--- config.mk ---
export PLATFORM = sky130hd
export DESIGN_NAME = eilm_top
export DESIGN_NICKNAME = d
export VERILOG_FILES = /design/src/inc/eilm_pkg.sv /design/src/hw/eilm_sync.sv /design/src/hw/eilm_ahb.sv /design/src/hw/eilm_top.sv
export SDC_FILE = /design/constraint.sdc
export NUM_CORES = 1
export LEC_CHECK = 0
export BUFFER_PORTS_ARGS = -buffer_cell sky130_fd_sc_hd__clkbuf_2
export CAP_MARGIN = 30
export CORE_ASPECT_RATIO = 1.75
export CORE_MARGIN = 2
export CORE_UTILIZATION = 30
export CTS_BUF_LIST = sky130_fd_sc_hd__clkbuf_2 sky130_fd_sc_hd__clkbuf_4 sky130_fd_sc_hd__clkbuf_8
export DETAILED_ROUTE_END_ITERATION = 8
export PLACE_DENSITY = 0.6
export SETUP_SLACK_MARGIN = 0.4
export SKIP_LAST_GASP = 1
export SYNTH_ARGS = -nofsm -noshare
export SYNTH_HDL_FRONTEND = slang
export SYNTH_SLANG_ARGS = --single-unit
--- constraint.sdc ---
create_clock -name sys_clk -period 2.25 [get_ports sys_clk]
set_input_delay 0.1125 -clock sys_clk [delete_from_list [all_inputs] [get_ports sys_clk]]
set_output_delay 0.1125 -clock sys_clk [all_outputs]
set_load 0.02 [all_outputs]
--- src/inc/eilm_pkg.sv ---
package eilm_pkg;
    // ----------------------------------------
    // register map (byte addresses)
    // ----------------------------------------
    localparam logic [7:0] CTRL_ADDR   = 8'h00;
    localparam logic [7:0] STATUS_ADDR = 8'h04;
    localparam logic [7:0] IRQST_ADDR  = 8'h08;
    localparam logic [7:0] IRQMSK_ADDR = 8'h0C;
    localparam logic [7:0] RAW_ADDR    = 8'h10;
    localparam logic [7:0] ID_ADDR     = 8'h14;
    // arbitrary identification value
    localparam logic [31:0] ID_VALUE   = 32'h0E11_0001;
    // ----------------------------------------
    // field positions
    // ----------------------------------------
    localparam int CTRL_RAMP_CLR  = 0;
    localparam int CTRL_SW_STOP   = 1;
    localparam int CTRL_HI_INT    = 2;
    localparam int CTRL_SPARE_EN  = 3;
    localparam logic [31:0] CTRL_RESET = 32'h0000_0000;
    localparam int IRQ_BITS = 4;
    localparam int IRQ_R1_DROP  = 0;
    localparam int IRQ_R2_DROP  = 1;
    localparam int IRQ_RAMP     = 2;
    localparam int IRQ_DUMPFLT  = 3;
    localparam int SPARE_BITS = 4;
    localparam int DUMP_BITS  = 4;
    localparam int PIN_BITS = 21;

    // dump block position code
    typedef enum logic [1:0] {
        DUMP_MOVING = 2'b00,
        DUMP_IN     = 2'b01,
        DUMP_OUT    = 2'b10,
        DUMP_BAD    = 2'b11
    } eilm_dump_e;

    // collider-side inputs of one ring
    typedef struct packed {
        logic permit;      // beam permit loop derived input
        logic circulating; // intensity monitor sees beam
        logic request;     // extraction request / interlock ok
        logic kicker;      // reserved: injection kicker state
        logic septum;      // reserved: injection septum state
        logic loopState;   // reserved: permit loop state
    } eilm_ring_s;

    typedef struct packed {
        eilm_ring_s         ring1;
        eilm_ring_s         ring2;
        logic               rampTrig;
        logic               targetOk;   // neutrino target beam
        logic               ntLineOk;   // neutrino target line
        logic               r2LineOk;   // ring2 transfer line
        logic               r1LineOk;   // ring1 transfer line
        logic [SPARE_BITS-1:0] spare;
    } eilm_pins_s;

    typedef struct packed {
        eilm_dump_e ring2Down;  // downstream, ring2 transfer line
        eilm_dump_e firstExt;   // first extraction line
        eilm_dump_e ring1Down;  // downstream, ring1 transfer line
        eilm_dump_e secondExt;  // second extraction line
    } eilm_dumps_s;

    typedef struct packed {
        logic ring1Permit;
        logic ring2Permit;
        logic targetPermit;
    } eilm_permit_s;
endpackage

--- src/hw/eilm_sync.sv ---
module eilm_sync #(
    parameter int W = 1
) (
    input  wire logic         sys_clk,
    input  wire logic         rst_b,
    input  wire logic [W-1:0] pinIn,
    output logic      [W-1:0] syncOut
);
    typedef struct packed {
        logic [W-1:0] meta;
        logic [W-1:0] stable;
    } eilm_sync_s;

    eilm_sync_s state_q;
    eilm_sync_s state_d;

    always_comb
    begin
        state_d.meta   = pinIn;
        state_d.stable = state_q.meta;
    end

    always_ff @(posedge sys_clk or negedge rst_b)
    begin
        if (!rst_b)
        begin
            state_q <= '0;
        end
        else
        begin
            state_q <= state_d;
        end
    end

    assign syncOut = state_q.stable;
endmodule

--- src/hw/eilm_ahb.sv ---
module eilm_ahb (
    input  wire logic        sys_clk,
    input  wire logic        rst_b,
    input  wire logic        hsel,
    input  wire logic [7:0]  haddr,
    input  wire logic [1:0]  htrans,
    input  wire logic        hwrite,
    input  wire logic [2:0]  hsize,
    input  wire logic        hready,
    input  wire logic [31:0] hwdata,
    input  wire logic [31:0] rdData,
    output logic             hreadyout,
    output logic             hresp,
    output logic [31:0]      hrdata,
    output logic             wrEn,
    output logic [7:0]       wrAddr,
    output logic [31:0]      wrData,
    output logic [7:0]       rdAddr
);
    typedef struct packed {
        logic       wrPend;
        logic [7:0] addr;
    } eilm_ahb_s;

    eilm_ahb_s state_q;
    eilm_ahb_s state_d;
    logic      take;

    // only whole-word single transfers are used; hsize is not checked
    assign take = hsel & hready & htrans[1];

    always_comb
    begin
        state_d = state_q;
        if (hready)
        begin
            state_d.wrPend = take & hwrite;
            if (take)
            begin
                state_d.addr = {haddr[7:2], 2'b00};
            end
        end
    end

    always_ff @(posedge sys_clk or negedge rst_b)
    begin
        if (!rst_b)
        begin
            state_q <= '0;
        end
        else
        begin
            state_q <= state_d;
        end
    end

    // zero wait states: read data comes straight from the register file
    assign hreadyout = 1'b1;
    assign hresp     = 1'b0;
    assign rdAddr    = state_q.addr;
    assign hrdata    = rdData;
    assign wrEn      = state_q.wrPend;
    assign wrAddr    = state_q.addr;
    assign wrData    = hwdata;
endmodule

--- src/hw/eilm_top.sv ---
// Register access over AHB-Lite and the register addresses were chosen for this implementation.
module eilm_top (
    input  wire logic                sys_clk,
    input  wire logic                rst_b,
    input  wire logic                hsel,
    input  wire logic [7:0]          haddr,
    input  wire logic [1:0]          htrans,
    input  wire logic                hwrite,
    input  wire logic [2:0]          hsize,
    input  wire logic                hready,
    input  wire logic [31:0]         hwdata,
    output logic                     hreadyout,
    output logic                     hresp,
    output logic [31:0]              hrdata,
    input  wire eilm_pkg::eilm_pins_s  pins,
    input  wire eilm_pkg::eilm_dumps_s dumps,
    input  wire logic                swStopReq,
    output eilm_pkg::eilm_permit_s   permit,
    output logic                     irq
);
    // ----------------------------------------
    // input synchronisation
    // ----------------------------------------
    eilm_pkg::eilm_pins_s  pinsS;
    eilm_pkg::eilm_dumps_s dumpsS;
    logic                  swStopS;

    eilm_sync #(.W(eilm_pkg::PIN_BITS + 9)) uSync (
        .sys_clk (sys_clk),
        .rst_b   (rst_b),
        .pinIn   ({pins, dumps, swStopReq}),
        .syncOut ({pinsS, dumpsS, swStopS})
    );

    // ----------------------------------------
    // bus slave
    // ----------------------------------------
    logic        wrEn;
    logic [7:0]  wrAddr;
    logic [31:0] wrData;
    logic [7:0]  rdAddr;
    logic [31:0] rdData;

    eilm_ahb uAhb (
        .sys_clk   (sys_clk),
        .rst_b     (rst_b),
        .hsel      (hsel),
        .haddr     (haddr),
        .htrans    (htrans),
        .hwrite    (hwrite),
        .hsize     (hsize),
        .hready    (hready),
        .hwdata    (hwdata),
        .rdData    (rdData),
        .hreadyout (hreadyout),
        .hresp     (hresp),
        .hrdata    (hrdata),
        .wrEn      (wrEn),
        .wrAddr    (wrAddr),
        .wrData    (wrData),
        .rdAddr    (rdAddr)
    );

    // ----------------------------------------
    // state
    // ----------------------------------------
    typedef struct packed {
        logic [31:0]                  ctrl;
        logic                         rampLatch;
        logic [eilm_pkg::IRQ_BITS-1:0] irqSt;
        logic [eilm_pkg::IRQ_BITS-1:0] irqMsk;
        eilm_pkg::eilm_permit_s       permit;
        eilm_pkg::eilm_permit_s       permitPrev;
        logic                         rampPrev;
        logic                         faultPrev;
    } eilm_top_s;

    eilm_top_s state_q;
    eilm_top_s state_d;

    // dump block ok only when reported in beam
    function automatic logic dumpIn(input eilm_pkg::eilm_dump_e pos);
        dumpIn = (pos == eilm_pkg::DUMP_IN);
    endfunction

    // a masked input always permits, else its own level decides
    function automatic logic qualify(input logic ok, input logic masked);
        qualify = ok | masked;
    endfunction

    // ----------------------------------------
    // masks from dump positions
    // ----------------------------------------
    logic maskRing1;
    logic maskRing2;
    logic maskTarget;
    logic maskNtLine;
    logic maskR1Line;
    logic maskR2Line;
    logic dumpFault;

    always_comb
    begin
        maskRing2  = dumpIn(dumpsS.ring2Down) | dumpIn(dumpsS.firstExt);
        maskTarget = dumpIn(dumpsS.firstExt);
        maskNtLine = dumpIn(dumpsS.firstExt);
        maskR2Line = dumpIn(dumpsS.firstExt);
        maskRing1  = dumpIn(dumpsS.ring1Down) | dumpIn(dumpsS.secondExt);
        maskR1Line = dumpIn(dumpsS.secondExt);
        // any dump not in beam is reported as a fault
        dumpFault  = !(dumpIn(dumpsS.ring2Down) & dumpIn(dumpsS.firstExt)
                     & dumpIn(dumpsS.ring1Down) & dumpIn(dumpsS.secondExt));
    end

    // ----------------------------------------
    // per-ring qualification
    // ----------------------------------------
    logic ring1Ok;
    logic ring2Ok;
    logic targetOk;
    logic hwBlock;
    logic spareOk;
    logic hiInt;

    function automatic logic ringOk(input eilm_pkg::eilm_ring_s r, input logic hi,
                                    input logic spareEn);
        logic ok;
        ok = r.permit;
        ok = ok & r.request;
        ok = ok & !(hi & !r.circulating);
        // reserved channels take part only once enabled by software
        if (spareEn)
        begin
            ok = ok & r.kicker & r.septum & r.loopState;
        end
        ringOk = ok;
    endfunction

    always_comb
    begin
        hiInt   = state_q.ctrl[eilm_pkg::CTRL_HI_INT];
        spareOk = !state_q.ctrl[eilm_pkg::CTRL_SPARE_EN] | (&pinsS.spare);
        hwBlock = state_q.rampLatch | pinsS.rampTrig;
        ring1Ok = qualify(ringOk(pinsS.ring1, hiInt,
                                 state_q.ctrl[eilm_pkg::CTRL_SPARE_EN]), maskRing1)
                & qualify(pinsS.r1LineOk, maskR1Line);
        ring2Ok = qualify(ringOk(pinsS.ring2, hiInt,
                                 state_q.ctrl[eilm_pkg::CTRL_SPARE_EN]), maskRing2)
                & qualify(pinsS.r2LineOk, maskR2Line);
        targetOk = qualify(pinsS.targetOk, maskTarget)
                 & qualify(pinsS.ntLineOk, maskNtLine);
    end

    // ----------------------------------------
    // next state
    // ----------------------------------------
    logic                          swStop;
    logic [eilm_pkg::IRQ_BITS-1:0] irqEv;

    always_comb
    begin
        state_d = state_q;
        // software stop acts regardless of every hardware input
        swStop  = swStopS | state_q.ctrl[eilm_pkg::CTRL_SW_STOP];

        // ramp trigger latched until software rearms after the ramp
        if (pinsS.rampTrig)
        begin
            state_d.rampLatch = 1'b1;
        end
        else if (wrEn && wrAddr == eilm_pkg::CTRL_ADDR
                 && wrData[eilm_pkg::CTRL_RAMP_CLR])
        begin
            state_d.rampLatch = 1'b0;
        end

        state_d.permit.ring1Permit  = ring1Ok & spareOk & !hwBlock & !swStop;
        state_d.permit.ring2Permit  = ring2Ok & spareOk & !hwBlock & !swStop;
        state_d.permit.targetPermit = targetOk & spareOk & !swStop;
        state_d.permitPrev = state_q.permit;
        state_d.rampPrev   = pinsS.rampTrig;
        state_d.faultPrev  = dumpFault;

        if (wrEn && wrAddr == eilm_pkg::CTRL_ADDR)
        begin
            // the clear bit is a strobe and is not stored
            state_d.ctrl = wrData & ~(32'h1 << eilm_pkg::CTRL_RAMP_CLR);
        end
        if (wrEn && wrAddr == eilm_pkg::IRQMSK_ADDR)
        begin
            state_d.irqMsk = wrData[eilm_pkg::IRQ_BITS-1:0];
        end

        irqEv = '0;
        irqEv[eilm_pkg::IRQ_R1_DROP] = state_q.permitPrev.ring1Permit
                                     & !state_q.permit.ring1Permit;
        irqEv[eilm_pkg::IRQ_R2_DROP] = state_q.permitPrev.ring2Permit
                                     & !state_q.permit.ring2Permit;
        irqEv[eilm_pkg::IRQ_RAMP]    = pinsS.rampTrig & !state_q.rampPrev;
        irqEv[eilm_pkg::IRQ_DUMPFLT] = dumpFault & !state_q.faultPrev;

        // write-one-to-clear; a new event in the same cycle wins
        if (wrEn && wrAddr == eilm_pkg::IRQST_ADDR)
        begin
            state_d.irqSt = state_q.irqSt & ~wrData[eilm_pkg::IRQ_BITS-1:0];
        end
        state_d.irqSt = state_d.irqSt | irqEv;
    end

    always_ff @(posedge sys_clk or negedge rst_b)
    begin
        if (!rst_b)
        begin
            state_q      <= '0;
            state_q.ctrl <= eilm_pkg::CTRL_RESET;
        end
        else
        begin
            state_q <= state_d;
        end
    end

    // ----------------------------------------
    // read mux
    // ----------------------------------------
    always_comb
    begin
        case (rdAddr)
            eilm_pkg::CTRL_ADDR:   rdData = state_q.ctrl;
            eilm_pkg::STATUS_ADDR: rdData = {22'h0, dumpFault, maskRing1, maskRing2,
                                             maskTarget, state_q.rampLatch, swStop,
                                             1'b0, state_q.permit};
            eilm_pkg::IRQST_ADDR:  rdData = {28'h0, state_q.irqSt};
            eilm_pkg::IRQMSK_ADDR: rdData = {28'h0, state_q.irqMsk};
            eilm_pkg::RAW_ADDR:    rdData = {11'h0, pinsS};
            eilm_pkg::ID_ADDR:     rdData = eilm_pkg::ID_VALUE;
            default:               rdData = 32'h0000_0000;
        endcase
    end

    assign permit = state_q.permit;
    assign irq    = |(state_q.irqSt & state_q.irqMsk);
endmodule

==> flow_summary_export.csv, run 1 <==
group,metric,value,unit
setup_path,r2r_setup_slack,490,ps
logic_synthesis,syn_nets,397,
setup_path,crit_start,"uAhb.rdAddr[5]",
global_route,antenna_found_initial,0,
cts,clk_latency,430,ps
routing,num_vias,3237,
setup_path,crit_path_end_kind,"output port",
cts,cts_root_buf,"clkbuf_8",
floorplan,start_util,0.303,
sta,rsz0062_at_grt,"true",
global_route,grt_pass1_wl,18500,µm
cts,cts_buffers,17,
routing,drt_wl_total,12000,µm
sta,setup_viol_count_final,0,
place,place_hpwl,7970,µm
logic_synthesis,syn_inst,317,
setup_path,max_stage_delay,450,ps
sta,tns,0,ps
global_route,globalRoute.totalOverflow,0,
sta,fin_crit,1960,ps
power,p_leak,3.24,nW
logic_synthesis,synth_edf_count,0,
floorplan,dieHeight,165,µm
sta,timing.final.max_slew_violations,0,
cells_and_area,multi_input_area,0.00167,mm²
sta,max_slew_margin,0.640,
sta,fin_crit_sh,0.869,
routing,dr.pass1.iters,4,
logic_synthesis,synth_flop_cell,"dfrtp_1",
setup_path,cp_num_buf_inv,2,
cts,clock_sinks,114,
sta,finClkSkew,9.24,ps
global_route,grt_usage,0.160,
floorplan,die_area,0.0159,mm²
place,portBuffers,109,
flow_run,max-cap-violations,0,
sta,fmax,0.511,GHz
place,dp_slack,329,ps
logic_synthesis,syn_area_per_cell,14.1,µm²
logic_synthesis,yosysUniqueCellTypes,46,
cells_and_area,fillers,1271,
setup_path,arrival,1840,ps
sta,worstMarginPinSlew,540,ps
power,vdd_drop_max,0.000377,V
sta,finalHoldViolCount,0,
sta,timing.final.ws_setup,295,ps
floorplan,row_count,59,
cells_and_area,instances_no_fill,719,
routing,post_drt_via_cell_ratio,4.50,
setup_path,cp-start-kind,"flip-flop",
place,post_dp_cell_area,0.00523,mm²
setup_path,critPathSlowestCell,"dfrtp_2",
cts,cts_tree,"built",
cts,clk_path_buf_depth,2,
cells_and_area,syn_to_final_growth,56.0,%
routing,route.detailed.wl_per_inst,16.7,µm
setup_path,r2r_cells,6,
routing,drc,0,
cells_and_area,regArea,0.00286,mm²
cells_and_area,fin_area,0.00696,mm²
setup_path,cp_max_fo,8,
logic_synthesis,ys_ff_latch,114,
floorplan,ios,118,
global_route,grt_max_degree,61,
logic_synthesis,ys_warn_count,0,
cells_and_area,final_nets,603,
logic_synthesis,async_flop_share,1.00,
global_route,grt_pass1_vias,3569,
cts,clk_pin_slew,70,ps
min_path,hp-class,"input pin to async pin",
power,power.total,5.58,mW
cts,htreeDepth,4,
place,gp_congestion,0.828,
routing,drt_iter0_drc,121,
cells_and_area,layout-drive-gt1-share,0.470,
setup_path,path_delay_family,"simple AND/OR/NAND/NOR gates",
routing,antenna_left,0,
logic_synthesis,ys_seq_area_frac,0.640,
cells_and_area,diodes,0,
setup_path,worstSetupPathType,"flip-flop to output port",
place,place_inst,604,
logic_synthesis,netlist_area,0.00446,mm²
setup_path,r2r-start,"uAhb.rdAddr[5]",
power,cellPowerDensity,802,mW/mm²
setup_path,cp_data_required_time,2140,ps
floorplan,dieWidth,96.2,µm
setup_path,crit_path_cell_trace,"nor4_4 > buf_6 > nand2b_4 > nor2_1 > buf_4",
run_status,status,"finished, final reports clean",
setup_path,regToRegEndpoint,"state_q[20]",
floorplan,design.core.area,0.0147,mm²
## state kept, by name, indices dropped and copies added, names as in the netlist
| name | cells |
|---|---|
| state_q | 43 |
| uSync.syncOut | 30 |
| permit | 3 |
| hiInt | 1 |
| uAhb.rdAddr | 6 |
| uSync.state_d | 30 |
| uAhb.wrEn | 1 |
## through the flow
stage | util | hold slack [ps]
2_1_floorplan | - | -183
3_3_place_gp | 0.356 | 125
3_5_place_dp | 0.356 | 132
4_1_cts | 0.463 | 206
5_1_grt | 0.473 | 238
6_report | 0.473 | 197
## power breakdown
group	switching [mW]	total (mW)	internal, mW
clock network	0.841	1.78	0.940
logic	0.554	1.29	0.732
registers	0.194	2.51	2.32
total	1.59	5.58	3.99
## cell usage after synthesis (all sizes together), types with 3 or more instances
master	instances	share of area
nand4	3	0.0042
nor2b	7	0.0098
inv	12	0.010
nand2b	3	0.0042
nand2	12	0.010
a21o	3	0.0051
mux2i	17	0.038
nor2	20	0.017
mux2	42	0.13
and3	8	0.011
o31ai	3	0.0051
o21ai	7	0.0079
dfrtp	114	0.64
nand3	6	0.0095
clkbuf	7	0.0059
a2bb2oi	3	0.0059
a211oi	4	0.0067
buf	11	0.019
a21oi	8	0.0090
## placed cells by master, fill, tap and decap left out, types with 4 or more instances in the layout
| master | netlist | layout |
|---|---|---|
| a21oi_2 | 0 | 4 |
| dlygate4sd3_1 | 0 | 71 |
| buf_4 | 5 | 19 |
| nor2_2 | 0 | 5 |
| buf_8 | 0 | 13 |
| inv_1 | 12 | 12 |
| o21ai_0 | 7 | 6 |
| nor2b_1 | 7 | 5 |
| mux2_4 | 30 | 30 |
| buf_6 | 3 | 13 |
| nor2_4 | 0 | 7 |
| and3_4 | 0 | 8 |
| nor2_1 | 20 | 8 |
| mux2_2 | 12 | 12 |
| clkinvlp_4 | 0 | 5 |
| clkbuf_8 | 0 | 28 |
| mux2i_1 | 17 | 17 |
| dfrtp_2 | 0 | 4 |
| clkbuf_2 | 0 | 76 |
| dfrtp_1 | 114 | 110 |
| nand2_1 | 12 | 11 |
| nand3_1 | 5 | 4 |
## how the worst max path moves through the flow
stage	endpoint	slack, ps	depth (start not counted)
final	hrdata[17]	290	5
after CTS	hrdata[15]	310	5
after floorplan	hrdata[7]	560	4
after global routing	hrdata[17]	230	5
after global placement	hrdata[7]	350	4
after detailed placement	hrdata[0]	330	4
## cell families (layout without fill, tap and decap cells)
| group | Yosys count | in the layout | synth area share |
|---|---|---|---|
| flops | 114 | 114 | 0.640 |
| compound gates | 44 | 44 | 0.0690 |
| buf+inv | 30 | 248 | 0.0351 |
| mux | 59 | 59 | 0.170 |
| simple gates | 68 | 69 | 0.0848 |
| other cells | 2 | 2 | 0.00168 |
## per-layer routing
metal / GRT usage / vias up / wire length (µm)
li1: - / 1522 / -
met1: 0.163 / 1601 / 4210
met2: 0.293 / 81 / 6910
met3: 0.0404 / 33 / 463
met4: 0.0838 / 0 / 397
met5: 0 / - / 0
## timing repair
item                                    CTS  global route
cloned                                    2             0
setup buffers                             8             2
gates resized for setup                  95            53
hold endpoints to repair                109             0
hold buffers                             71             0
pin swaps                                16             7
endpoints found under the setup margin   32            52
## cell type report
cell class,count,share of cell area
clock buffers,20,0.0387
clock inverters,12,0.0157
inverters,12,0.00648
multi-input cells,174,0.241
flip-flops and latches,114,0.411
well taps,183,0.0329
repair buffers,204,0.255
Note: power is estimated with default switching activity, not from simulation.
==> run 2, diff against run 1 <==
--- a/config.mk
+++ b/config.mk
@@ -17,4 +17,5 @@
 export SKIP_LAST_GASP = 1
 export SYNTH_ARGS = -nofsm -noshare
 export SYNTH_HDL_FRONTEND = slang
+export SYNTH_HIERARCHICAL = 1
 export SYNTH_SLANG_ARGS = --single-unit
==> run 2 against run 1 <==
Clock skew up 0.59 ps. Maximum frequency down 12%. Hold slack worse by 52 ps. Clock power up 16%. Sequential cell count unchanged. Critical path depth down 1. First-iteration DRC count up 12%. Via count up 2.5%. Global-route usage down 1.4 points. Clock-buffer cell count up 1. Utilization down 3.7 points. Sequential power down 8.4%. Largest cell class unchanged. Largest power group unchanged.
==> flow_summary_export.csv, run 2 <==
group,metric,value,unit
logic_synthesis,yosysUniqueCellTypes,45,
cells_and_area,top_register,"state_q",
global_route,globalRoute.totalOverflow,0,
cells_and_area,fillers,1513,
floorplan,die_area,0.0179,mm²
routing,drc,0,
cells_and_area,regArea,0.00286,mm²
routing,drt_iter0_drc,135,
min_path,hp-class,"input pin to flip-flop",
setup_path,crit_path_end_kind,"output port",
logic_synthesis,synth_flop_cell,"dfrtp_1",
logic_synthesis,synth_top_area_frac,0.565,
logic_synthesis,syn_area_per_cell,13.5,µm²
cells_and_area,utilization,0.437,
logic_synthesis,async_flop_share,1.00,
routing,drt_wl_total,12600,µm
cts,htreeDepth,4,
cells_and_area,diodes,0,
cells_and_area,instances_no_fill,761,
setup_path,arrival,2100,ps
global_route,grt_pass1_wl,19400,µm
logic_synthesis,ys_ff_latch,114,
logic_synthesis,syn_inst,374,
routing,num_vias,3318,
setup_path,cp_num_buf_inv,1,
logic_synthesis,synthTopCellsByCount,"dfrtp_1, buf_4, mux2_4",
logic_synthesis,netlist_area,0.00505,mm²
setup_path,cp_max_fo,6,
setup_path,worstSetupPathType,"flip-flop to output port",
routing,route.detailed.wl_per_inst,16.5,µm
floorplan,ios,118,
cts,clock_sinks,114,
floorplan,start_util,0.307,
cells_and_area,layout-drive-gt1-share,0.482,
cells_and_area,layout_commonest_cell,"dfrtp_1",
cts,cts_tree,"built",
cts,cts_root_buf,"clkbuf_8",
routing,dr.pass1.iters,7,
cells_and_area,most-common-layout-cells,"dfrtp_1, clkbuf_2, dlygate4sd3_1, clkbuf_8, mux2_4",
sta,rsz0062_at_grt,"true",
place,gp_congestion,0.789,
logic_synthesis,synth_mux_area_frac,0.124,
cts,clk_path_buf_depth,2,
logic_synthesis,synthSimpleGateAreaFrac,0.0865,
cts,cts_buffers,17,
cells_and_area,multi_input_area,0.00161,mm²
sta,finClkSkew,9.83,ps
setup_path,max_stage_delay,560,ps
floorplan,dieHeight,176,µm
sta,fin_crit_sh,0.983,
sta,setup_viol_count_final,0,
sta,finalHoldViolCount,0,
floorplan,row_count,62,
logic_synthesis,synthXorXnorAreaFrac,0,
setup_path,cp_data_required_time,2140,ps
sta,timing.final.max_slew_violations,0,
logic_synthesis,synthAdderAreaFrac,0,
power,vdd_drop_max,0.000379,V
place,place_hpwl,8290,µm
logic_synthesis,yosysMostFrequentCell,"dfrtp_1",
global_route,antenna_found_initial,0,
power,cellPowerDensity,697,mW/mm²
logic_synthesis,synth_edf_count,0,
logic_synthesis,ys_warn_count,6,
run_status,status,"finished, final reports clean",
logic_synthesis,synth-compound-area-share,0.0729,
sta,fin_crit,2210,ps
cts,clk_pin_slew,60,ps
routing,post_drt_via_cell_ratio,4.36,
global_route,grt_pass1_vias,3696,
global_route,grt_max_degree,52,
setup_path,crit_path_cell_trace,"or4b_4 > or2_4 > o211ai_4 > clkbuf_8",
setup_path,path_delay_family,"simple AND/OR/NAND/NOR gates",
flow_run,max-cap-violations,0,
place,portBuffers,109,
floorplan,design.core.area,0.0164,mm²
setup_path,cp-start-kind,"flip-flop",
setup_path,critPathSlowestCell,"or4b_4",
sta,fmax,0.452,GHz
place,place_inst,631,
logic_synthesis,yosysTopAreaCell,"dfrtp_1",
cts,clk_latency,420,ps
power,p_leak,3.30,nW
routing,antenna_left,0,
global_route,grt_usage,0.147,
floorplan,dieWidth,102,µm
power,power.total,5.01,mW
sta,holdWs,146,ps
cells_and_area,largest_reg_flops,43,
logic_synthesis,synth_top_family_by_area,"buffers and inverters",
cells_and_area,syn_to_final_growth,42.3,%
logic_synthesis,synthTopCellsByArea,"dfrtp_1, buf_4, mux2_4",
logic_synthesis,ys_seq_area_frac,0.565,
cells_and_area,final_nets,604,
==> run 2: changes by cell type in the layout (fill, tap and decap cells not counted), moves of 5 or more <==
cell      change
nor2_4        -7
buf_8         -9
nor2_2        -5
clkbuf_8     +12
a22o_1       +11
a221o_1       +5
mux2i_1      -15
buf_6         +6
==> run 2: per-layer routing <==
| metal | vias up | track usage | part of all wire | routed length [µm] |
|---|---|---|---|---|
| met4 | 0 | 0.0778 | 0.032 | 396 |
| met3 | 25 | 0.0326 | 0.036 | 452 |
| met2 | 92 | 0.264 | 0.57 | 7180 |
| li1 | 1529 | - | - | - |
| met1 | 1672 | 0.155 | 0.36 | 4540 |
| met5 | - | 0 | 0 | 0 |
==> run 2: worst paths after layout <==
path / from / end / slack [ps] / depth (start not counted)
worst max register to register: uAhb/rdAddr[4] / state_q[25] / 310 / 7
worst min-delay path: htrans[1] / uAhb/rdAddr[4] / 150 / 3
max in group asynchronous: rst_b / uSync/state_d[27] / 1330 / 3
min in group asynchronous: rst_b / uSync/state_d[17] / 190 / 2
worst max-delay path: uAhb/rdAddr[5] / hrdata[7] / 40 / 4
worst min register to register: uSync/state_d[24] / uSync/syncOut[24] / 340 / 0
==> run 2: metrics by stage <==
| step | worst slack (ps) | TNS [ps] | instance area [µm²] |
|---|---|---|---|
| final | 38.3 | 0 | 7180 |
| after global routing | -17.3 | -49.3 | 7180 |
| after CTS | -15.4 | -15.4 | 7040 |
| after detailed placement | 278 | 0 | 5310 |
| after global placement | 284 | 0 | 5310 |
| after floorplan | 473 | 0 | 5060 |
==> run 2: cells by family (layout without fill, tap and decap cells) <==
logic type	count (synthesis)	count (layout)
AO/OA/AOI/OAI	43	43
buffers and inverters	101	260
flip-flops	114	114
multiplexers	46	46
other	2	6
AND/OR/NAND/NOR	68	68
==> run 2: area by class of cell <==
cell class / instances / share of cell area
inverter: 8 / 0.00418
tap: 224 / 0.0390
sequential: 114 / 0.398
timing repair buffer: 220 / 0.273
clock inverter: 11 / 0.0211
clock buffer: 21 / 0.0403
multi-input combinational: 163 / 0.224
==> run 2: what timing repair did <==
item,CTS,global route
setup endpoints to repair,63,68
hold buffers,71,0
hold endpoints to repair,108,0
pin swaps,26,12
gates resized for setup,92,34
buffers inserted,18,6
cloned,3,0
==> run 2: worst min-delay path: stages <==
cell,delay [ps]
clkbuf_2,90
nand3_2,150
mux2_2,170
==> run 2: power by group <==
group | internal [mW] | total [mW] | switching (mW)
combinational | 0.371 | 0.649 | 0.277
clock | 1.22 | 2.06 | 0.838
sequential | 2.19 | 2.30 | 0.110
total | 3.78 | 5.01 | 1.23
